`src/qpp_pkg.sv`:
```
// Constants and carrier types for the quad-phase fetch/execute pipeline.
// Assumes one core clock; the external clock input is sampled as a pin.
package qpp_pkg;
   localparam int INSN_W = 12;
   localparam int PC_W = 11;
   localparam int DATA_W = 8;
   localparam int DADDR_W = 7;
   localparam logic [PC_W-1:0] PC_RESET = 11'h7ff;
   localparam logic [PC_W-1:0] PC_ONE = 11'h001;
   localparam logic [INSN_W-1:0] INSN_NOP = 12'h000;

   typedef enum logic [1:0] {QPP_PH1, QPP_PH2, QPP_PH3, QPP_PH4} qpp_phase_t;

   // Phase strobes, one hot, each high for one whole phase
   typedef struct packed {
      logic ph1;
      logic ph2;
      logic ph3;
      logic ph4;
   } qpp_phases_t;

   // Execution unit request, decoded externally from the instruction register
   typedef struct packed {
      logic pc_load;
      logic [PC_W-1:0] pc_target;
      logic dm_write;
      logic [DATA_W-1:0] dm_wdata;
      logic [DADDR_W-1:0] dm_addr;
   } qpp_exec_t;

   // Data memory strobes
   typedef struct packed {
      logic rd;
      logic wr;
      logic [DADDR_W-1:0] addr;
      logic [DATA_W-1:0] wdata;
   } qpp_dmem_t;
endpackage : qpp_pkg

```
`src/qpp_pipeline.sv`:
```
// Quad-phase clock generator and two-stage fetch/execute sequencer.
// The core clock must be well above twice the external clock input rate.
`timescale 1ns/1ps
module qpp_pipeline (
   // Clock and reset
   input wire logic core_clk_in,
   input wire logic reset_n_in,
   // External clock input pin
   input wire logic external_clock_input_in,
   // Program memory
   input wire logic [qpp_pkg::INSN_W-1:0] pm_rdata_in,
   output logic [qpp_pkg::PC_W-1:0] pm_addr_out,
   output logic pm_rd_out,
   // Execution unit
   input wire qpp_pkg::qpp_exec_t exec_in,
   output qpp_pkg::qpp_phases_t phases_out,
   output logic [qpp_pkg::INSN_W-1:0] insn_out,
   output logic insn_valid_out,
   output logic [qpp_pkg::PC_W-1:0] pc_out,
   // Data memory
   output qpp_pkg::qpp_dmem_t dmem_out
);
   import qpp_pkg::*;

   // Synchroniser stages for the external clock input
   logic clk_s1_q;
   logic clk_s2_q;
   logic clk_s3_q;
   // Phase counter and its one-hot strobes
   qpp_phase_t phase_q;
   qpp_phase_t phase_d;
   qpp_phases_t phases_q;
   qpp_phases_t phases_d;
   // Program counter
   logic [PC_W-1:0] pc_q;
   logic [PC_W-1:0] pc_d;
   // Fetch capture and instruction register
   logic [INSN_W-1:0] fetch_q;
   logic [INSN_W-1:0] fetch_d;
   logic [INSN_W-1:0] ir_q;
   logic [INSN_W-1:0] ir_d;
   // Slot state: valid once running, flush after a counter reload
   logic valid_q;
   logic valid_d;
   logic flush_q;
   logic flush_d;
   // Registered data memory strobes
   qpp_dmem_t dmem_q;
   qpp_dmem_t dmem_d;

   // Phase test, shared by every stage of the sequencer
   function automatic logic is_phase(input qpp_phase_t now, input qpp_phase_t want);
      return now == want;
   endfunction : is_phase

   // Next phase in the four-step ring
   function automatic qpp_phase_t next_phase(input qpp_phase_t now);
      return qpp_phase_t'(now + 2'h1);
   endfunction : next_phase

   // Rising edge of the synchronised external clock input
   wire clk_rise;
   // Core edge that leaves phase four and enters phase one
   wire adv_ph1;
   wire end_ph4;
   // Phase the counter holds after this edge
   wire in_ph2_d;
   wire in_ph4_d;
   // Execute effects are suppressed for a flushed slot
   wire live;
   wire take_branch;

   assign clk_rise = clk_s2_q & ~clk_s3_q;
   assign adv_ph1 = clk_rise && is_phase(phase_q, QPP_PH4);
   assign end_ph4 = adv_ph1;
   assign live = valid_q && !flush_q;
   assign take_branch = end_ph4 && live && exec_in.pc_load;

   // Two-flop synchroniser; edge detection looks only at later stages
   always_ff @(posedge core_clk_in or negedge reset_n_in) begin
      if (!reset_n_in) begin
         clk_s1_q <= 1'b0;
         clk_s2_q <= 1'b0;
         clk_s3_q <= 1'b0;
      end else begin
         clk_s1_q <= external_clock_input_in;
         clk_s2_q <= clk_s1_q;
         clk_s3_q <= clk_s2_q;
      end
   end

   assign phase_d = clk_rise ? next_phase(phase_q) : phase_q;
   assign phases_d.ph1 = is_phase(phase_d, QPP_PH1);
   assign phases_d.ph2 = is_phase(phase_d, QPP_PH2);
   assign phases_d.ph3 = is_phase(phase_d, QPP_PH3);
   assign phases_d.ph4 = is_phase(phase_d, QPP_PH4);
   assign in_ph2_d = phases_d.ph2;
   assign in_ph4_d = phases_d.ph4;

   // Increment in phase one; load a branch target instead
   assign pc_d = take_branch ? exec_in.pc_target :
                 adv_ph1 ? pc_q + PC_ONE : pc_q;

   // Capture the addressed word at the close of phase four
   assign fetch_d = end_ph4 ? pm_rdata_in : fetch_q;

   // Instruction register takes the word captured at the same edge
   // Fetch and execute overlap, one instruction per cycle
   // A separate stage here would add a cycle of latency to every instruction
   assign ir_d = adv_ph1 ? fetch_d : ir_q;
   assign valid_d = adv_ph1 ? 1'b1 : valid_q;

   // Prefetched word is flushed when the counter is reloaded
   // The first slot after reset holds the word fetched at PC_RESET while parked in phase four; it is flushed too
   assign flush_d = adv_ph1 ? (take_branch || !valid_q) : flush_q;

   // Operand read in phase two, write in phase four
   // A flushed slot touches no data memory
   assign dmem_d.rd = live && in_ph2_d;
   assign dmem_d.wr = live && exec_in.dm_write && in_ph4_d;
   assign dmem_d.addr = exec_in.dm_addr;
   assign dmem_d.wdata = exec_in.dm_wdata;

   // Phase counter parks in phase four so the first edge opens phase one
   always_ff @(posedge core_clk_in or negedge reset_n_in) begin
      if (!reset_n_in) begin
         phase_q <= QPP_PH4;
      end else begin
         phase_q <= phase_d;
      end
   end

   // Phase strobes are low in reset; ph4 rises on the first core edge after reset
   always_ff @(posedge core_clk_in or negedge reset_n_in) begin
      if (!reset_n_in) begin
         phases_q <= '0;
      end else begin
         phases_q <= phases_d;
      end
   end

   // Program counter
   always_ff @(posedge core_clk_in or negedge reset_n_in) begin
      if (!reset_n_in) begin
         pc_q <= PC_RESET;
      end else begin
         pc_q <= pc_d;
      end
   end

   // Fetch capture
   always_ff @(posedge core_clk_in or negedge reset_n_in) begin
      if (!reset_n_in) begin
         fetch_q <= INSN_NOP;
      end else begin
         fetch_q <= fetch_d;
      end
   end

   // Instruction register
   always_ff @(posedge core_clk_in or negedge reset_n_in) begin
      if (!reset_n_in) begin
         ir_q <= INSN_NOP;
      end else begin
         ir_q <= ir_d;
      end
   end

   // Slot valid
   always_ff @(posedge core_clk_in or negedge reset_n_in) begin
      if (!reset_n_in) begin
         valid_q <= 1'b0;
      end else begin
         valid_q <= valid_d;
      end
   end

   // Slot flush
   always_ff @(posedge core_clk_in or negedge reset_n_in) begin
      if (!reset_n_in) begin
         flush_q <= 1'b0;
      end else begin
         flush_q <= flush_d;
      end
   end

   // Data memory strobes, registered so they line up with the phase strobes
   always_ff @(posedge core_clk_in or negedge reset_n_in) begin
      if (!reset_n_in) begin
         dmem_q <= '0;
      end else begin
         dmem_q <= dmem_d;
      end
   end

   // Outputs
   assign pm_addr_out = pc_q;
   assign pm_rd_out = phases_q.ph4;
   assign phases_out = phases_q;
   assign insn_out = flush_q ? INSN_NOP : ir_q;
   assign insn_valid_out = live;
   assign pc_out = pc_q;
   assign dmem_out = dmem_q;
endmodule : qpp_pipeline

```
`config.mk`:
```
export PLATFORM = sky130hd
export DESIGN_NAME = qpp_pipeline
export DESIGN_NICKNAME = d
export VERILOG_FILES = /design/src/qpp_pkg.sv /design/src/qpp_pipeline.sv
export SDC_FILE = /design/constraint.sdc
export NUM_CORES = 1
export LEC_CHECK = 0
export ABC_AREA = 1
export BUFFER_PORTS_ARGS = -buffer_cell sky130_fd_sc_hd__buf_2
export CAP_MARGIN = 20
export CORE_MARGIN = 5
export CORE_UTILIZATION = 40
export CTS_CLUSTER_DIAMETER = 30
export DETAILED_ROUTE_END_ITERATION = 7
export HOLD_SLACK_MARGIN = 0.02
export PLACE_DENSITY = 0.69
export SYNTH_ARGS = -nofsm -noshare
export SYNTH_HDL_FRONTEND = slang
export SYNTH_SLANG_ARGS = --single-unit
export TNS_END_PERCENT = 5
```
`constraint.sdc`:
```
create_clock -name core_clk_in -period 2.3 [get_ports core_clk_in]
set_input_delay 0 -clock core_clk_in [delete_from_list [all_inputs] [get_ports core_clk_in]]
set_output_delay 0 -clock core_clk_in [all_outputs]
set_load 0.05 [all_outputs]
```
## After elaboration in Yosys (flattened, before gate mapping)

Index checks and enable logic that the tools add are counted.

| storage, ports and cells | value |
|---|---|
| bits in registers | 63 |
| logic and storage cells | 42 |

| operators by class | value |
|---|---|
| add/sub/neg operators | 2 |
| equality and inequality tests | 4 |
| muxes and demuxes | 5 |
| bitwise gates (word level) | 2 |
| reduce and logical (&&, ||, !) cells | 12 |

Operator list:

| kind | count |
|---|---|
| 12-bit two-way mux | 2 |
| 11-bit two-way mux | 2 |
| 11-bit by 1-bit adder with 11-bit output (second input constant) | 1 |
| 1-bit logical AND | 7 |
| 2-bit equality test (second input constant) | 3 |
| 2-bit by 1-bit adder with 2-bit output (second input constant) | 1 |
| 2-bit by 1-bit equality test with 1-bit output (second input constant) | 1 |
| 1-bit zero test | 2 |
| 2-bit zero test | 1 |
| 2-bit two-way mux | 1 |
| 2-bit nonzero test | 1 |
| 1-bit AND | 1 |
| 1-bit logical OR | 1 |
| 1-bit NOT | 1 |

## Depth between registers and ports, before layout

| logic depth | value |
|---|---|
| word-level depth | 6 |
| gate-level depth with buffers | 8 |
| mapped depth without buffers | 8 |

## Least setup slack after synthesis

Ideal clock, no wire load.

| path | value |
|---|---|
| kind | reg-to-reg |
| start | reg pc_q[1] (netlist: pc_out[1]) |
| end | reg pc_q[8] (netlist: pc_out[8]) |
| library setup time | 76 ps |
| data arrival time | 1427 ps |
| data required time | 2224 ps |
| path slack | 797 ps |
| cell stages (with the launch flop) | 9 |
| cells stage by stage | dfstp_2 ha_1 inv_1 nor2_1 nand2_1 nand2_1 nand3_1 nand3_1 nand2_1 |

| on the way | value |
|---|---|
| word-level cells in the longest chain between the ends | 3 |

Ends and longest elaborated chain:

| item | RTL line | source |
|---|---|---|
| from (decl) | qpp_pipeline.sv:35 | `logic [PC_W-1:0] pc_q;` |
| from (signal assigned) | qpp_pipeline.sv:147 | `pc_q <= pc_d;` |
| 11-bit by 1-bit adder with 11-bit output | qpp_pipeline.sv:102 | `adv_ph1 ? pc_q + PC_ONE : pc_q;` |
| 11-bit two-way mux | qpp_pipeline.sv:102 |  |
| 11-bit two-way mux | qpp_pipeline.sv:101 | `assign pc_d = take_branch ? exec_in.pc_target :` |

No other way between the ends. The select of a mux whose other input is x is not followed.
A chain may end at the register's enable or synchronous reset.

## Worst setup path in the final report

| path | value |
|---|---|
| start | reg phase_q[0] |
| end | reg ir_q[1] |

| on the way | value |
|---|---|
| word-level cells in the longest chain between the ends | 3 |

Ends and longest elaborated chain:

| item | RTL line | source |
|---|---|---|
| from (decl) | qpp_pipeline.sv:30 | `qpp_phase_t phase_q;` |
| from (signal assigned) | qpp_pipeline.sv:129 | `phase_q <= phase_d;` |
| 2-bit equality test * | qpp_pipeline.sv:53 | `return now == want;` |
| 1-bit logical AND * | qpp_pipeline.sv:74 | `assign adv_ph1 = clk_rise && is_phase(phase_q, QPP_PH4);` |
| 12-bit two-way mux | qpp_pipeline.sv:105 | `assign fetch_d = end_ph4 ? pm_rdata_in : fetch_q;` |
| to (signal assigned) | qpp_pipeline.sv:165 | `ir_q <= ir_d;` |
| to (decl) | qpp_pipeline.sv:40 | `logic [INSN_W-1:0] ir_q;` |

Every way passes the cells marked *; elsewhere a longest branch is shown, timed or not.

==> key figures <==
Synth
  • Yosys reg bits: 51
  • Yosys cell types: 29
  • Sequential area share after synthesis: 57.2%
  • Top cells by area, synth: dfrtp_1 42%, dfstp_2 15%, nand2_1 10%
  • Yosys top cell by area: dfrtp_1
  • Syn. warnings: 0
  • Net Count, Synth: 297
  • Count leader, synth: nand2_1
  • Synthesized area: about 2300 um2
  • Top cell type's share of synthesized area: 42.1%
  • Main synth FF type: dfrtp_1
  • EDFF count, synth: 0
  • Syn Inst Count: 252
  • Async SR Flop Fraction: between 90% and 100%
  • Commonest cells post-synth: 60 x nand2_1, 38 x dfrtp_1, 33 x nor2_1
  • Syn Area/Cell: 8.97 um2

STA
  • Worst slew pin tran: 0.490 ns
  • Max Clk Rate: 573 MHz
  • Max Slew Vio Count: 0
  • RSZ-0062 raised after global routing: false
  • Max_slew headroom: between 60% and 70%
  • Fin crit share: about three quarters
  • Final setup violation count: 0
  • Setup TNS: 0 ns
  • Final Skew: ~0.0044 ns
  • Fin. Hold Viols: 0
  • Tmin final: 1.75 ns

Power
  • Psw: 2510 uW
  • Logic gate share of total power: between 50 and 60%
  • Sw frac: between 50% and 60%
  • Power, Total: ~4600 uW
  • Sequential power share: about a third
  • VDD IR max: a little under 1000 uV
  • LEAKAGE: 0.00167 uW
  • Pwr per Cell Area: 1440 nW/um2
  • Clock power frac: 11.4%
  • Int Pwr: approximately 2100 uW

Worst setup path
  • Kind of cell adding the most delay to the critical path: buffers and inverters
  • Critical Path Max Stage Delay: approximately 0.55 ns
  • Slowest CP cell: dfstp_2
  • Buffers and inverters on the worst path: 2
  • WS Path Type: flip-flop to flip-flop
  • R2R depth: 6
  • Reg2Reg Setup Slack: 0.55 ns
  • Critical path launch point type: flip-flop
  • R2r endpoint: ir_q[1]
  • Endpoint class of the critical path: flip-flop
  • Critical path required time: 2.52 ns
  • Reg-to-reg startpoint: phase_q[0]
  • WP data arrival: slightly below 2 ns
  • CP cell instances: ha_1 -> nand3_4 -> inv_2 -> buf_4 -> nand2_1 -> o21ai_0
  • CP max FO: 24

Route
  • DR pass1 iterations: 4
  • Met3 Wirelength: 497 um
  • Total wire length: approximately 5.6 mm
  • Met1 Wirelength: 2.27 mm
  • Vias per cell: 4.51
  • Met2 WL post-DR: 2.77 mm
  • Per-cell routed wire length: 12.3 um
  • Vias: 2,031
  • DRC viols: 0
  • Final ANT Viol Nets: 0
  • Initial DRC Count: 116
  • Max Used Layer: met4

Global routing
  • Pin count of the biggest net entering global routing: 38
  • Vias in the first global route: 2,014
  • Initial antenna violation count: 0
  • Gr ovfl total: 0
  • GRT Total Usage: 15.9%
  • First-pass GRT wire length: between 9 and 10 mm

Layout
  • Synthesis-to-layout area growth: 40.4%
  • Layout cells sized above 1: between 30 and 40%
  • Final net count: roughly 420
  • Diodes inserted: 0

Clock network
  • Clk sinks: 51
  • Postcts setup bufs: 0
  • CTS clk-pin slew, worst paths: 0.10 ns
  • Clock root cell: clkbuf_8
  • Clk Latency, worst-skew pair: 0.30 ns
  • Max H-tree Level: 2
  • CTS tree: yes
  • Cts bufs inserted: 5
  • Worst-case clock buffer depth: 2
  • PostCTS Resize Cnt: 0

Floorplanning
  • Die height: 85.2 um
  • Core Region: 5510 um2
  • Die X: 85.2 um
  • Row Count: 27
  • Starting Density: 41.0%
  • Io pins: 100
  • DIE AREA: 7250 um2

Flow run
  • Max_cap viols: 0

Place
  • GP Congestion: 0.805
  • # port buffers: 99
  • HPWL after DPL: 3.85 mm

Outcome
  • Status: completed

Min path
  • Hold Crit Class: input port to flip-flop
  • Hold path depth: 4
  • Hold_sp: exec_in[20]
  • Hold Path Sink: pc_out[4]
## per-layer routing
metal	up-vias	GRT usage (%)
met4	0	4.32
li1	1010	-
met5	-	0
met1	940	19.1
met3	2	4.95
met2	79	27.5
## worst max path at each step
stage,start,to,cells after the start,slack (ns)
floorplan,pc_out[1],pc_out[8],8,0.80
global placement,phase_q[0],ir_q[7],5,0.64
detailed placement,phase_q[0],ir_q[9],5,0.56
CTS,phase_q[0],ir_q[1],6,0.55
global route,phase_q[0],ir_q[10],6,0.43
finish,phase_q[0],ir_q[1],6,0.55
## cells by family (layout without fill, tap and decap cells)
group / after synthesis / in the layout / share of synthesized area (%)
AO/OA/AOI/OAI: 29 / 29 / 7.03
XOR/XNOR: 2 / 2 / 0.775
adder cells (fa/ha/maj): 2 / 2 / 1.11
buffers and inverters: 53 / 179 / 12.0
flip-flops: 51 / 51 / 57.2
AND/OR/NAND/NOR: 115 / 115 / 21.9
## cell type report
| cell class | count | area, um2 |
|---|---|---|
| tap | 72 | 90.1 |
| multi-input combinational | 148 | 696 |
| timing repair buffer | 138 | 881 |
| clock inverter | 2 | 17.5 |
| fill | 504 | 2330 |
| sequential | 51 | 1290 |
| clock buffer | 6 | 72.6 |
| inverter | 33 | 124 |
## registers in the layout, indices dropped and copies added, names as in the netlist
register,count
clk_s1_q,1
clk_s2_q,1
clk_s3_q,1
dmem_out,17
flush_q,1
ir_q,12
pc_out,11
phase_q,2
phases_out,3
pm_rd_out,1
valid_q,1
## worst register-to-register path: stages (launching register included)
cell and delay [ns]:
dfstp_2 0.55, ha_1 0.19, nand3_4 0.19, inv_2 0.28, buf_4 0.30, nand2_1 0.08
o21ai_0 0.08
## metrics by stage
step / hold WS [ns] / utilization (%) / setup slack, ns / instance area (um2) / cells
global route: 0.0510 / 57.6 / 0.431 / 3170 / 450
finish: 0.0338 / 57.6 / 0.554 / 3170 / 450
CTS: 0.0226 / 57.6 / 0.551 / 3170 / 450
detailed placement: -0.0750 / 49.3 / 0.556 / 2710 / 405
global placement: -0.0838 / 49.3 / 0.638 / 2710 / 405
floorplan: -0.296 / - / 0.797 / 2260 / 252
## power groups by stage
stage	clock network, uW	logic [uW]	registers [uW]
finish	522	2530	1520
global placement	0	2480	1520
CTS	545	2540	1520
global route	572	2710	1570
detailed placement	0	2490	1540
floorplan	0	1610	2000
## cell usage in the layout, fill, tap and decap left out, types with 2 or more instances in the layout
cell type      count
o21ai_1            4
inv_2              2
dlygate4sd3_1     37
clkinv_4           2
xor2_1             2
o21ai_0           18
clkbuf_8           5
ha_1               2
dfrtp_1           38
nor2_4             2
buf_4              2
buf_2             99
dfstp_2           13
nor2_1            33
nand3_1           13
a21oi_1            2
nand2_1           60
nor3_1             2
inv_1             31
## what timing repair did
item | in CTS | in global routing
hold endpoints to repair | 50 | 0
hold buffers | 37 | 0
setup endpoints to repair | 0 | 0
Note: power is estimated with default switching activity, not from simulation.
